[config.mk]
export PLATFORM = sky130hd
export DESIGN_NAME = acci_unit
export DESIGN_NICKNAME = d
export VERILOG_FILES = /design/src/hdl/acci_pkg.sv /design/src/hdl/acci_slot.sv /design/src/hdl/acci_unit.sv
export SDC_FILE = /design/constraint.sdc
export NUM_CORES = 2
export LEC_CHECK = 0
export ABC_CLOCK_PERIOD_IN_PS = 7000
export BUFFER_PORTS_ARGS = -buffer_cell sky130_fd_sc_hd__buf_2
export CAP_MARGIN = 20
export CORE_MARGIN = 2
export CORE_UTILIZATION = 58
export CTS_CLUSTER_DIAMETER = 100
export DETAILED_ROUTE_END_ITERATION = 10
export GPL_TIMING_DRIVEN = 0
export PLACE_DENSITY = 0.79
export SYNTH_ARGS = -nofsm -noshare
export SYNTH_HDL_FRONTEND = slang
export SYNTH_SLANG_ARGS = --single-unit
[constraint.sdc]
create_clock -name clk_i -period 7 [get_ports clk_i]
set_clock_uncertainty 0.1 [all_clocks]
set_input_delay 1.4 -clock clk_i [delete_from_list [all_inputs] [get_ports clk_i]]
set_output_delay 1.4 -clock clk_i [all_outputs]
set_load 0.01 [all_outputs]
[src/hdl/acci_pkg.sv]
// Shared constants, instruction and memory carriers for the security instruction unit.
package acci_pkg;

	// ==========================================================================
	// Memory and slot geometry
	// ==========================================================================
	localparam int unsigned ADDR_W = 12; // Width of an internal memory byte address.
	localparam logic [12:0] RAM_END = 13'h1000; // First byte address past the usable memory.
	localparam logic [3:0] SLOT_SHIFT = 4'h4; // Key and counter slots are sixteen bytes apart.
	localparam logic [4:0] BLK_BYTES = 5'h10; // Bytes in one cipher block.
	localparam logic [3:0] LAST_BYTE = 4'hf; // Index of the last byte inside a block.

	// ==========================================================================
	// Authentication mode operand fields
	// ==========================================================================
	localparam int unsigned MODE_NOPREFIX_BIT = 2; // Set to drop the length prefix.
	localparam logic [7:0] PREFIX_LEN = 8'h02; // Length prefix bytes: a zero, then the count.
	localparam logic [7:0] PREFIX_HI = 8'h00; // Upper prefix byte, always zero.

	// ==========================================================================
	// Memory read timing
	// ==========================================================================
	localparam logic [1:0] PH_ISSUE = 2'h0; // Address is driven to the memory.
	localparam logic [1:0] PH_CAPTURE = 2'h2; // Read data is valid at this phase.

	// Instruction opcodes accepted by the unit.
	typedef enum logic [1:0] {
		OP_CTR = 2'h0,
		OP_COUNTER_DECRYPT = 2'h1,
		OP_MAC = 2'h2
	} acci_op_e;

	// One instruction as issued by the host.
	typedef struct packed {
		acci_op_e op; // Operation to run.
		logic prio; // Zero is low priority, one is high priority.
		logic [7:0] key_idx; // Key slot index.
		logic [6:0] count; // Number of payload bytes.
		logic [7:0] ctr_idx; // Counter slot index.
		logic [11:0] src; // Payload start address.
		logic [11:0] dst; // Output start address, zero selects the default.
		logic [2:0] mode; // Authentication mode.
	} acci_instr_s;

	// One request to the internal memory.
	typedef struct packed {
		logic en; // Access strobe.
		logic we; // High for a write.
		logic [11:0] addr; // Byte address.
		logic [7:0] wdata; // Write data.
	} acci_mem_req_s;

endpackage : acci_pkg

[src/hdl/acci_slot.sv]
// One priority slot: holds a waiting instruction and reports its events.
`timescale 1ns/1ns
`default_nettype none

module acci_slot
	import acci_pkg::*;
(
	input wire logic clk_i,
	input wire logic rst_n_i,
	input wire logic accept_i,
	input wire acci_instr_s instr_i,
	input wire logic start_i,
	input wire logic finish_i,
	output logic pending_o,
	output acci_instr_s instr_o,
	output logic busy_err_o,
	output logic done_o
);

	// ==========================================================================
	// Slot state
	// ==========================================================================
	logic busy_q; // High from acceptance until the engine finishes the instruction.
	logic free; // The slot can take a new instruction this cycle.

	// A slot that finishes in this very cycle is already free for the next one.
	assign free = !busy_q || finish_i;

	// Busy and pending flags; a new acceptance wins over the finish clear.
	always_ff @(posedge clk_i)
	begin
		if (!rst_n_i)
		begin
			busy_q <= 1'b0;
			pending_o <= 1'b0;
		end
		else if (accept_i && free)
		begin
			busy_q <= 1'b1;
			pending_o <= 1'b1;
		end
		else
		begin
			if (finish_i)
				busy_q <= 1'b0;
			if (start_i)
				pending_o <= 1'b0;
		end
	end

	// Captures the operands of an accepted instruction.
	always_ff @(posedge clk_i)
	begin
		if (!rst_n_i)
			instr_o <= '0;
		else if (accept_i && free)
			instr_o <= instr_i;
	end

	// Error and completion pulses, one cycle each.
	always_ff @(posedge clk_i)
	begin
		if (!rst_n_i)
		begin
			busy_err_o <= 1'b0;
			done_o <= 1'b0;
		end
		else
		begin
			busy_err_o <= accept_i && !free;
			done_o <= finish_i;
		end
	end

endmodule : acci_slot

`default_nettype wire

[src/hdl/acci_unit.sv]
// Counter mode and CBC-MAC instruction engine working on the internal memory.
`timescale 1ns/1ns
`default_nettype none

module acci_unit
	import acci_pkg::*;
(
	input wire logic clk_i,
	input wire logic rst_n_i,
	input wire logic instr_valid_i,
	input wire acci_instr_s instr_i,
	output acci_mem_req_s mem_o,
	input wire logic [7:0] mem_rdata_i,
	output logic aes_start_o,
	output logic [127:0] aes_key_o,
	output logic [127:0] aes_din_o,
	input wire logic aes_done_i,
	input wire logic [127:0] aes_result_i,
	output logic priority_slot_busy_error_lo_o,
	output logic priority_slot_busy_error_hi_o,
	output logic low_prio_done_event_o,
	output logic high_prio_done_event_o,
	output logic memory_range_error_o
);

	// ==========================================================================
	// Helper functions
	// ==========================================================================

	// True when a range of bytes lies wholly inside the memory.
	function automatic logic fits(input logic [12:0] base, input logic [8:0] len);
		logic [13:0] last;
		last = 14'(base) + 14'(len);
		return last <= 14'(RAM_END);
	endfunction : fits

	// Byte address of an operand plus an offset.
	function automatic logic [11:0] at(input logic [11:0] base, input logic [7:0] off);
		return 12'(base + 12'(off));
	endfunction : at

	// Start of a sixteen-byte key or counter slot.
	function automatic logic [12:0] slot(input logic [7:0] idx);
		return 13'(idx) << SLOT_SHIFT;
	endfunction : slot

	// ==========================================================================
	// Engine state
	// ==========================================================================
	typedef enum logic [8:0] {
		ST_IDLE = 9'h001,
		ST_CHECK = 9'h002,
		ST_LDKEY = 9'h004,
		ST_LDCTR = 9'h008,
		ST_FILL = 9'h010,
		ST_AES = 9'h020,
		ST_XOR = 9'h040,
		ST_OUT = 9'h080,
		ST_FINISH = 9'h100
	} acci_state_e;

	acci_state_e state_q; // Current engine state.
	acci_instr_s cur_q; // Instruction being executed.
	logic [11:0] dst_q; // Resolved output address.
	logic [4:0] out_len_q; // Authentication code length in bytes.
	logic [127:0] ctr_q; // Counter block, low sixteen bits step per block.
	logic [127:0] ks_q; // Key stream or code, consumed from the top byte.
	logic [127:0] blk_q; // Block being gathered for authentication.
	logic [3:0] idx_q; // Byte index inside the current block.
	logic [7:0] pos_q; // Position in the byte stream.
	logic [1:0] ph_q; // Memory access phase.
	logic range_bad; // Some operand range leaves the memory.
	logic [11:0] dst_res; // Output address after the zero default.
	logic is_mac; // Current instruction authenticates.
	logic [7:0] pre_len; // Prefix bytes in the stream.
	logic [7:0] strm_len; // Prefix plus payload bytes.
	logic need_mem; // The current fill byte comes from memory.
	logic [7:0] fill_byte; // Next byte of the authenticated stream.
	logic [11:0] rd_addr; // Address to read in the current state.
	logic byte_ok; // The current byte is available this cycle.

	// Slot interface.
	logic take_lo; // Engine starts the low slot.
	logic take_hi; // Engine starts the high slot.
	logic pend_lo; // Low slot holds a waiting instruction.
	logic pend_hi; // High slot holds a waiting instruction.
	acci_instr_s ins_lo; // Low slot operands.
	acci_instr_s ins_hi; // High slot operands.
	logic fin; // Engine finishes the current instruction.

	// ==========================================================================
	// Priority slots
	// ==========================================================================
	acci_slot u_slot_lo (
		.clk_i(clk_i),
		.rst_n_i(rst_n_i),
		.accept_i(instr_valid_i && !instr_i.prio),
		.instr_i(instr_i),
		.start_i(take_lo),
		.finish_i(fin && !cur_q.prio),
		.pending_o(pend_lo),
		.instr_o(ins_lo),
		.busy_err_o(priority_slot_busy_error_lo_o),
		.done_o(low_prio_done_event_o)
	);

	acci_slot u_slot_hi (
		.clk_i(clk_i),
		.rst_n_i(rst_n_i),
		.accept_i(instr_valid_i && instr_i.prio),
		.instr_i(instr_i),
		.start_i(take_hi),
		.finish_i(fin && cur_q.prio),
		.pending_o(pend_hi),
		.instr_o(ins_hi),
		.busy_err_o(priority_slot_busy_error_hi_o),
		.done_o(high_prio_done_event_o)
	);

	// High priority work is started first when both slots wait.
	assign take_hi = (state_q == ST_IDLE) && pend_hi;
	assign take_lo = (state_q == ST_IDLE) && pend_lo && !pend_hi;
	assign fin = (state_q == ST_FINISH);

	// ==========================================================================
	// Operand decode
	// ==========================================================================

	// Resolves the destination, stream length and the memory range check.
	always_comb
	begin
		is_mac = (cur_q.op == OP_MAC);
		if (cur_q.dst != 12'h000)
			dst_res = cur_q.dst;
		else if (is_mac)
			dst_res = at(cur_q.src, {1'b0, cur_q.count});
		else
			dst_res = cur_q.src;
		pre_len = cur_q.mode[MODE_NOPREFIX_BIT] ? 8'h00 : PREFIX_LEN;
		strm_len = 8'({1'b0, cur_q.count} + pre_len);
		// Key, payload and output must all sit inside the memory.
		range_bad = !fits(slot(cur_q.key_idx), 9'(BLK_BYTES))
			|| !fits(13'(cur_q.src), 9'(cur_q.count))
			|| (!is_mac && !fits(slot(cur_q.ctr_idx), 9'(BLK_BYTES)))
			|| (!is_mac && !fits(13'(dst_res), 9'(cur_q.count)))
			|| (is_mac && !fits(13'(dst_res), 9'(out_len_q)));
	end

	// Picks the read address and the next authenticated byte.
	always_comb
	begin
		need_mem = 1'b0;
		fill_byte = 8'h00;
		rd_addr = at(cur_q.src, pos_q);
		if (state_q == ST_LDKEY)
			rd_addr = 12'(slot(cur_q.key_idx) + 13'(idx_q));
		else if (state_q == ST_LDCTR)
			rd_addr = 12'(slot(cur_q.ctr_idx) + 13'(idx_q));
		else if (state_q == ST_FILL)
		begin
			if (pos_q < pre_len)
				fill_byte = (pos_q == 8'h00) ? PREFIX_HI : {1'b0, cur_q.count};
			else if (pos_q < strm_len)
			begin
				need_mem = 1'b1;
				fill_byte = mem_rdata_i;
				rd_addr = at(cur_q.src, 8'(pos_q - pre_len));
			end
		end
		byte_ok = !need_mem || (ph_q == PH_CAPTURE);
	end

	// ==========================================================================
	// Sequencer
	// ==========================================================================

	// Steps through key load, counter load, cipher runs and byte moves.
	always_ff @(posedge clk_i)
	begin
		if (!rst_n_i)
		begin
			state_q <= ST_IDLE;
			cur_q <= '0;
			dst_q <= 12'h000;
			out_len_q <= 5'h00;
			aes_key_o <= '0;
			ctr_q <= '0;
			ks_q <= '0;
			blk_q <= '0;
			aes_din_o <= '0;
			aes_start_o <= 1'b0;
			idx_q <= 4'h0;
			pos_q <= 8'h00;
			ph_q <= PH_ISSUE;
			mem_o <= '0;
			memory_range_error_o <= 1'b0;
		end
		else
		begin
			mem_o <= '0;
			aes_start_o <= 1'b0;
			memory_range_error_o <= 1'b0;
			case (state_q)
				ST_IDLE:
				begin
					idx_q <= 4'h0;
					pos_q <= 8'h00;
					ph_q <= PH_ISSUE;
					// An authentication chain must start from zero, not from a leftover key stream.
					ks_q <= '0;
					if (take_hi || take_lo)
					begin
						cur_q <= take_hi ? ins_hi : ins_lo;
						state_q <= ST_CHECK;
					end
				end
				ST_CHECK:
				begin
					// Code length 4, 8 or 16 bytes, none when mode bits 1:0 are zero.
					out_len_q <= (cur_q.mode[1:0] == 2'h0) ? 5'h00 : 5'(5'h02 << cur_q.mode[1:0]);
					dst_q <= dst_res;
					if (cur_q.mode[1:0] != 2'h0 || !is_mac)
						state_q <= ST_LDKEY;
					else
						state_q <= ST_LDKEY;
				end
				ST_LDKEY, ST_LDCTR:
				begin
					if (ph_q == PH_ISSUE && range_bad)
					begin
						memory_range_error_o <= 1'b1;
						state_q <= ST_FINISH;
					end
					else if (ph_q == PH_ISSUE)
					begin
						mem_o <= '{en: 1'b1, we: 1'b0, addr: rd_addr, wdata: 8'h00};
						ph_q <= ph_q + 2'h1;
					end
					else if (ph_q != PH_CAPTURE)
						ph_q <= ph_q + 2'h1;
					else
					begin
						ph_q <= PH_ISSUE;
						idx_q <= idx_q + 4'h1;
						if (state_q == ST_LDKEY)
							aes_key_o <= {aes_key_o[119:0], mem_rdata_i};
						else
							ctr_q <= {ctr_q[119:0], mem_rdata_i};
						if (idx_q == LAST_BYTE && state_q == ST_LDKEY)
							state_q <= is_mac ? ST_FILL : ST_LDCTR;
						else if (idx_q == LAST_BYTE)
						begin
							// The first key stream block uses the counter as stored.
							aes_din_o <= {ctr_q[119:0], mem_rdata_i};
							aes_start_o <= (cur_q.count != 7'h00);
							ks_q <= '0;
							state_q <= (cur_q.count != 7'h00) ? ST_AES : ST_FINISH;
						end
					end
				end
				ST_FILL:
				begin
					if (need_mem && ph_q == PH_ISSUE)
						mem_o <= '{en: 1'b1, we: 1'b0, addr: rd_addr, wdata: 8'h00};
					if (!byte_ok)
						ph_q <= ph_q + 2'h1;
					else
					begin
						ph_q <= PH_ISSUE;
						blk_q <= {blk_q[119:0], fill_byte};
						idx_q <= idx_q + 4'h1;
						if (pos_q < strm_len)
							pos_q <= pos_q + 8'h01;
						if (idx_q == LAST_BYTE)
						begin
							// Chains the gathered block into the running code.
							aes_din_o <= ks_q ^ {blk_q[119:0], fill_byte};
							aes_start_o <= 1'b1;
							state_q <= ST_AES;
						end
					end
				end
				ST_AES:
				begin
					if (aes_done_i)
					begin
						ks_q <= aes_result_i;
						idx_q <= 4'h0;
						if (!is_mac)
							state_q <= ST_XOR;
						else if (pos_q >= strm_len)
						begin
							pos_q <= 8'h00;
							state_q <= (out_len_q != 5'h00) ? ST_OUT : ST_FINISH;
						end
						else
							state_q <= ST_FILL;
					end
				end
				ST_XOR:
				begin
					if (ph_q == PH_ISSUE)
						mem_o <= '{en: 1'b1, we: 1'b0, addr: rd_addr, wdata: 8'h00};
					if (ph_q != PH_CAPTURE)
						ph_q <= ph_q + 2'h1;
					else
					begin
						// Same transform for both directions of counter mode.
						mem_o <= '{en: 1'b1, we: 1'b1, addr: at(dst_q, pos_q),
							wdata: mem_rdata_i ^ ks_q[127:120]};
						ph_q <= PH_ISSUE;
						ks_q <= {ks_q[119:0], 8'h00};
						idx_q <= idx_q + 4'h1;
						pos_q <= pos_q + 8'h01;
						if (pos_q + 8'h01 == {1'b0, cur_q.count})
							state_q <= ST_FINISH;
						else if (idx_q == LAST_BYTE)
						begin
							aes_din_o <= {ctr_q[127:16], 16'(ctr_q[15:0] + 16'h0001)};
							ctr_q <= {ctr_q[127:16], 16'(ctr_q[15:0] + 16'h0001)};
							aes_start_o <= 1'b1;
							state_q <= ST_AES;
						end
					end
				end
				ST_OUT:
				begin
					// Writes the leading bytes of the code, one per cycle.
					mem_o <= '{en: 1'b1, we: 1'b1, addr: at(dst_q, pos_q), wdata: ks_q[127:120]};
					ks_q <= {ks_q[119:0], 8'h00};
					pos_q <= pos_q + 8'h01;
					if (pos_q + 8'h01 == 8'(out_len_q))
						state_q <= ST_FINISH;
				end
				ST_FINISH:
				begin
					state_q <= ST_IDLE;
				end
				default:
				begin
					state_q <= ST_IDLE;
				end
			endcase
		end
	end

endmodule : acci_unit

`default_nettype wire

---- Yosys cells after proc, flatten, opt, wreduce, memory -nomap -nowiden ----
Index checks and enable logic that the tools add are counted.
storage, ports and cells
  output and inout bits ................... 284
  logic and storage cells ................. 294
  bits of input ports ..................... 193
  register bits ........................... 863
cells by class
  shift operators ......................... 1
  eq/ne operators ......................... 35
  reductions and logical operators ........ 68
  bitwise gates (word level) .............. 7
  add/subtract/negate cells ............... 17
  order comparisons ....................... 8
  mux-type cells .......................... 108
operator list
  cell                     number
  $mux W128                21
  $pmux W128 S5            1
  $pmux W128 S3            1
  $pmux W128 S2            1
  $mux W9                  16
  $xor A128 B128 Y128      1
  $mux W22                 4
  $mux W8                  11
  $pmux W22 S4             1
  $mux W12                 7
  $le A13 B13 Y1 const B   5
  $pmux W9 S7              1
  $mux W53                 1
  $mux W16                 3
  $pmux W8 S5              1
  $add A12 B8 Y12          3
  $ne A2 B2 Y1 const B     15
  $add A12 B5 Y13 const B  2
  $add A12 B7 Y13          2
  $add A12 B4 Y12          2
  $reduce_and A8 Y1        3
  $mux W1                  23
  $mux W4                  5
  $pmux W4 S5              1
  52 further kinds         113

---- Longest topological paths before layout ----
  depth after elaboration ................. 12
  depth in mapped cells ................... 20
  mapped depth without buffers ............ 19

---- Hierarchy ----
Synthesis repeated with hierarchy kept, for this count alone.
unflattened totals
  cell total of the unflattened synthesis .. 4699
  area total of the unflattened synthesis .. 38682.1 um^2
modules (own cells, without submodules)
  module     cells an instance  seq. area each (um^2)  instances  area an instance (um^2)
  acci_unit  4217               14954.3                1          34077.7
  acci_slot  241                1141.1                 2          2302.2

---- Worst setup path after synthesis ----
OpenSTA, ideal clock, no wires.
  kind .................................... reg2reg
  start ................................... reg cur_q[16] in the netlist's numbering
  end ..................................... reg mem_o[10] in the netlist's numbering
  period minus slack after synthesis ...... 4153 ps
  path buffers ............................ 1
  setup slack ............................. 2847 ps
  required time ........................... 6766 ps
  stages on the path, launching flop included .. 17
  arrival ................................. 3919 ps
  library setup time ...................... 134 ps
  path through ............................ dfxtp_1 > inv_1 > fa_1 > nand2b_1 > a21oi_1 > mux2i_1 > a31oi_1 > or2_2 > ha_1 > a21boi_0 > o221a_2 > nand3_1 > o311ai_1 > a21oi_1 > o311ai_0 > clkbuf_1 > o22ai_1
on the way
  longest elaborated chain between the ends .. 12
  elaborated cells on any way between the ends .. 31
  those cells by class .................... 6 x add/sub; 3 x order compare; 12 x mux; 10 x reduce/logical
RTL lines
  element                   line              source
  start: declaration        acci_unit.sv:63   acci_instr_s cur_q;
  start signal: assignment  acci_unit.sv:213  cur_q <= take_hi ? ins_hi : ins_lo;
  $add A12 B7 Y12 (*)       acci_unit.sv:39   return 12'(base + 12'(off));
  $mux W12 (*)              acci_unit.sv:135  else if (is_mac)
  $mux W12 (*)              acci_unit.sv:133  if (cur_q.dst != 12'h000)
  net dst_res[6]            acci_unit.sv:73   logic [11:0] dst_res;
  $add A12 B7 Y13           acci_unit.sv:33   last = 14'(base) + 14'(len);
  $le A13 B13 Y1            acci_unit.sv:34   return last <= 14'(RAM_END);
  $logic_not A1 Y1          acci_unit.sv:145  || (!is_mac && !fits(13'(dst_res), 9'(cur_q.count)))
  $logic_and A1 B1 Y1       acci_unit.sv:145
  $logic_or A1 B1 Y1        acci_unit.sv:145
  $logic_or A1 B1 Y1 (*)    acci_unit.sv:146  || (is_mac && !fits(13'(dst_res), 9'(out_len_q)));
  $logic_and A1 B1 Y1 (*)   acci_unit.sv:229  if (ph_q == PH_ISSUE && range_bad)
  $mux W22 (*)              acci_unit.sv:229
  $pmux W22 S4 (*)          acci_unit.sv:203  case (state_q)
  end signal: assignment    acci_unit.sv:236  mem_o <= '{en: 1'b1, we: 1'b0, addr: rd_addr, wdata: 8'h00};
  end signal: assignment    acci_unit.sv:264  mem_o <= '{en: 1'b1, we: 1'b0, addr: rd_addr, wdata: 8'h00};
  end signal: assignment    acci_unit.sv:303  mem_o <= '{en: 1'b1, we: 1'b0, addr: rd_addr, wdata: 8'h00};
  end: declaration          acci_unit.sv:12   output acci_mem_req_s mem_o,
Mark *: on every way through the listed nets, which the timed path passes. The rest lies on a longest branch.
A chain may end at the register's enable or synchronous reset.

---- Final worst setup path ----
  start ................................... reg cur_q[35] in the netlist's numbering
  end ..................................... reg mem_o[8] in the netlist's numbering
The elaborated chain is that of the path after synthesis.

==> run metrics <==
period utilization=82.8%; total of cells resized after clock tree synthesis=0; largest area contributor in the netlist=dfxtp_1; M1 GR Usage=55.8%; register area share after synthesis=44.3%; initial antenna violation count=10; Max Clock Freq=0.172 GHz; Slowest-stage cell, CP=dfxtp_1; top post-synthesis cells by area=dfxtp_1 44%, nand2_1 9.9%, nor2_1 6.3%; r2r startpoint=cur_q[35]; minimum clock period=5.80 ns; status=complete, no violations; DR pass1 iterations=6; max-slew violations=0; number of synthesized flops with an enable pin=0; Worst-Skew Late Latency=0.66 ns; Main synth FF type=dfxtp_1; top-area cell type share of the netlist area=44.3%; Finished Cell Area=45400 um2; largest net degree at the start of global routing=14; async set-reset flop share out of synthesis=0%; Lkg Pwr=16.7 nW; CP Launch Type=flip-flop; pre-CTS setup slack=1.35 ns; routed vias=39700; mapped cell area=38900 um2; commonest non-fill, non-tap cell in the layout=nand2_1; Syn Nets=5153; endpoints failing setup=0; most frequent cells in the layout=1022 x nand2_1, 861 x dfxtp_1, 658 x nor2_1, 531 x buf_2, 419 x a21oi_1; Crit. End Element=flip-flop; fin nets=5724; die height=263 um; number of global-route vias before repair=36000; Setup Crit Path Kind=reg2reg; first-pass GRT wire length=215 mm; Initial Util=58.9%; RR Endpoint=mem_o[8]; Setup crit start=cur_q[35]; TritonCTS buffer count=88; count of synthesis-stage warnings from yosys=0; Max Buffers Root-to-Sink=3; CP max FO=10; Hold Crit Class=reg2reg; Die Width=263 um; postcts setup bufs=0; Crit path required time=7.35 ns; GRT Max-Usage Layer=met2; buffers added on ports=475; Inst Count DP=6236; Worst Reg-to-Reg Cells=17; total gr overflow=0; Sink Count=861; Routed Antenna Nets=0; Pwr Density=267 nW/um2; CTS root buf=clkbuf_16; total negative slack=0 ns; CTS Hold Bufs=0; Total GRT Usage=40.0%; maximum VDD drop=0.203 mV; Least-Margin Pin Slew=1.27 ns; CP endpoint=mem_o[8]; Synth Area per Inst=7.95 um2; Final Hold Viols=0; CTS clk-pin slew, worst paths=0.06 ns; placed inst area=42400 um2; max_slew headroom=15.5%; initial drt markers=4759; Max-cap violations=0; core area=66100 um2; routability cong.=1.01; flops & latches, synth=861; setup ws final=1.20 ns; total die area=69200 um2; CP max stage delay=0.68 ns; CTS tree=built; ratio of cells with drive above 1 in the final layout=12.7%; crit-path cells=ha_1 > inv_1 > fa_1 > nand2b_1 > a21oi_1 > mux2i_1 > a31oi_1 > or2_2 > ha_1 > a21boi_0 > o221a_2 > nand3_1 > o311ai_1 > a21oi_1 > o311ai_0 > clkbuf_1 > o21ai_0; Post-DP HPWL=109 mm; vias per inst=6.20; DRC=0; Ports=477; r2r setup slk=1.20 ns; final WL=145 mm; met3 usage=10.8%; H-tree depth=3; Core Rows=94; area grow syn2layout=16.6%; routing usage on met2=58.7%; Worst Path Arrival=6.15 ns; wire per inst=22.7 um; Cells after Synth=4894; Util after Layout=68.7%; fin cells=6399; unrepaired setup endpoints after global routing=no; Cell variety after synth=79
==> per-stage QoR <==
| stage | hold WS [ns] | power, mW |
|---|---|---|
| finish | 0.345 | 12.1 |
| global route | 0.367 | 12.5 |
| CTS | 0.349 | 12.0 |
| detailed placement | 0.347 | 7.31 |
| global placement | 0.344 | 7.28 |
| floorplan | 0.333 | 6.66 |
==> logic make-up (layout without fill, tap and decap cells) <==
family,Yosys count,count (layout),share of synthesized area [%]
xor+xnor,196,196,4.56
other cells,1,7,0.00963
flops,861,861,44.3
compound gates,1295,1295,22.7
buf+inv,439,1074,4.48
fa+ha+maj,66,66,2.24
simple gates,2018,2018,21.3
mux,18,18,0.463
==> cell type report <==
type | count | area (um2)
fill | 5654 | 20700
clock inverter | 21 | 270
tap | 864 | 1080
timing repair buffer | 481 | 2440
inverter | 37 | 139
buffer | 402 | 1610
multi-input combinational | 3594 | 19900
clock buffer | 133 | 2670
sequential | 861 | 17200
antenna | 6 | 15.0
==> power breakdown <==
part           switching, mW  internal [mW]  leakage (nW)
Sequential             0.280           5.12          6.97
Combinational           1.22          0.683          8.29
Clock                   2.03           2.78          1.44
==> state kept, by name (all words and copies together), names as in the netlist, 3 cells and up <==
register and flops:
aes_din_o 128, aes_key_o 128, blk_q 120, ctr_q 128, cur_q 53, dst_q 12
idx_q 4, ks_q 128, mem_o 22, out_len_q 3, pos_q 8, state_q 9
u_slot_hi.instr_o 53, u_slot_lo.instr_o 53
==> layer usage <==
metal  wire length [um]  up-vias  share of wire, %
met5                147        -              0.10
met4               5780        8               4.0
met3              19200      356                13
met2              60800     2443                42
met1              59100    18700                41
li1                   -    18200                 -
==> worst min path at each step <==
stage	slack (ns)	from	end	depth (start not counted)
finish	0.34	aes_key_o[73]	aes_key_o[81]	2
global route	0.37	aes_key_o[53]	aes_key_o[61]	2
CTS	0.35	aes_key_o[73]	aes_key_o[81]	2
detailed placement	0.35	u_slot_lo.instr_o[5]	u_slot_lo.instr_o[5]	2
global placement	0.34	u_slot_hi.instr_o[3]	u_slot_hi.instr_o[3]	2
floorplan	0.33	u_slot_lo.instr_o[16]	u_slot_lo.instr_o[16]	2
==> synthesized netlist by cell type, drive strengths merged, types with 60 or more instances <==
library cell and count:
xnor2 152, a221oi 236, ha 60, nand2 1023, dfxtp 861, a21oi 419, buf 68, nor2 658
o21ai 106, a21boi 183, clkbuf 334, a211oi 177, nor3 145
==> worst max-delay path, delay by kind of cell (launching register included) <==
| kind | cells | cell delay [ns] |
|---|---|---|
| simple gates | 3 | 0.63 |
| buf+inv | 2 | 0.51 |
| fa+ha+maj | 3 | 1.02 |
| compound gates | 8 | 2.40 |
| mux | 1 | 0.25 |
| flops | 1 | 0.68 |
Note: power is estimated with default switching activity, not from simulation.
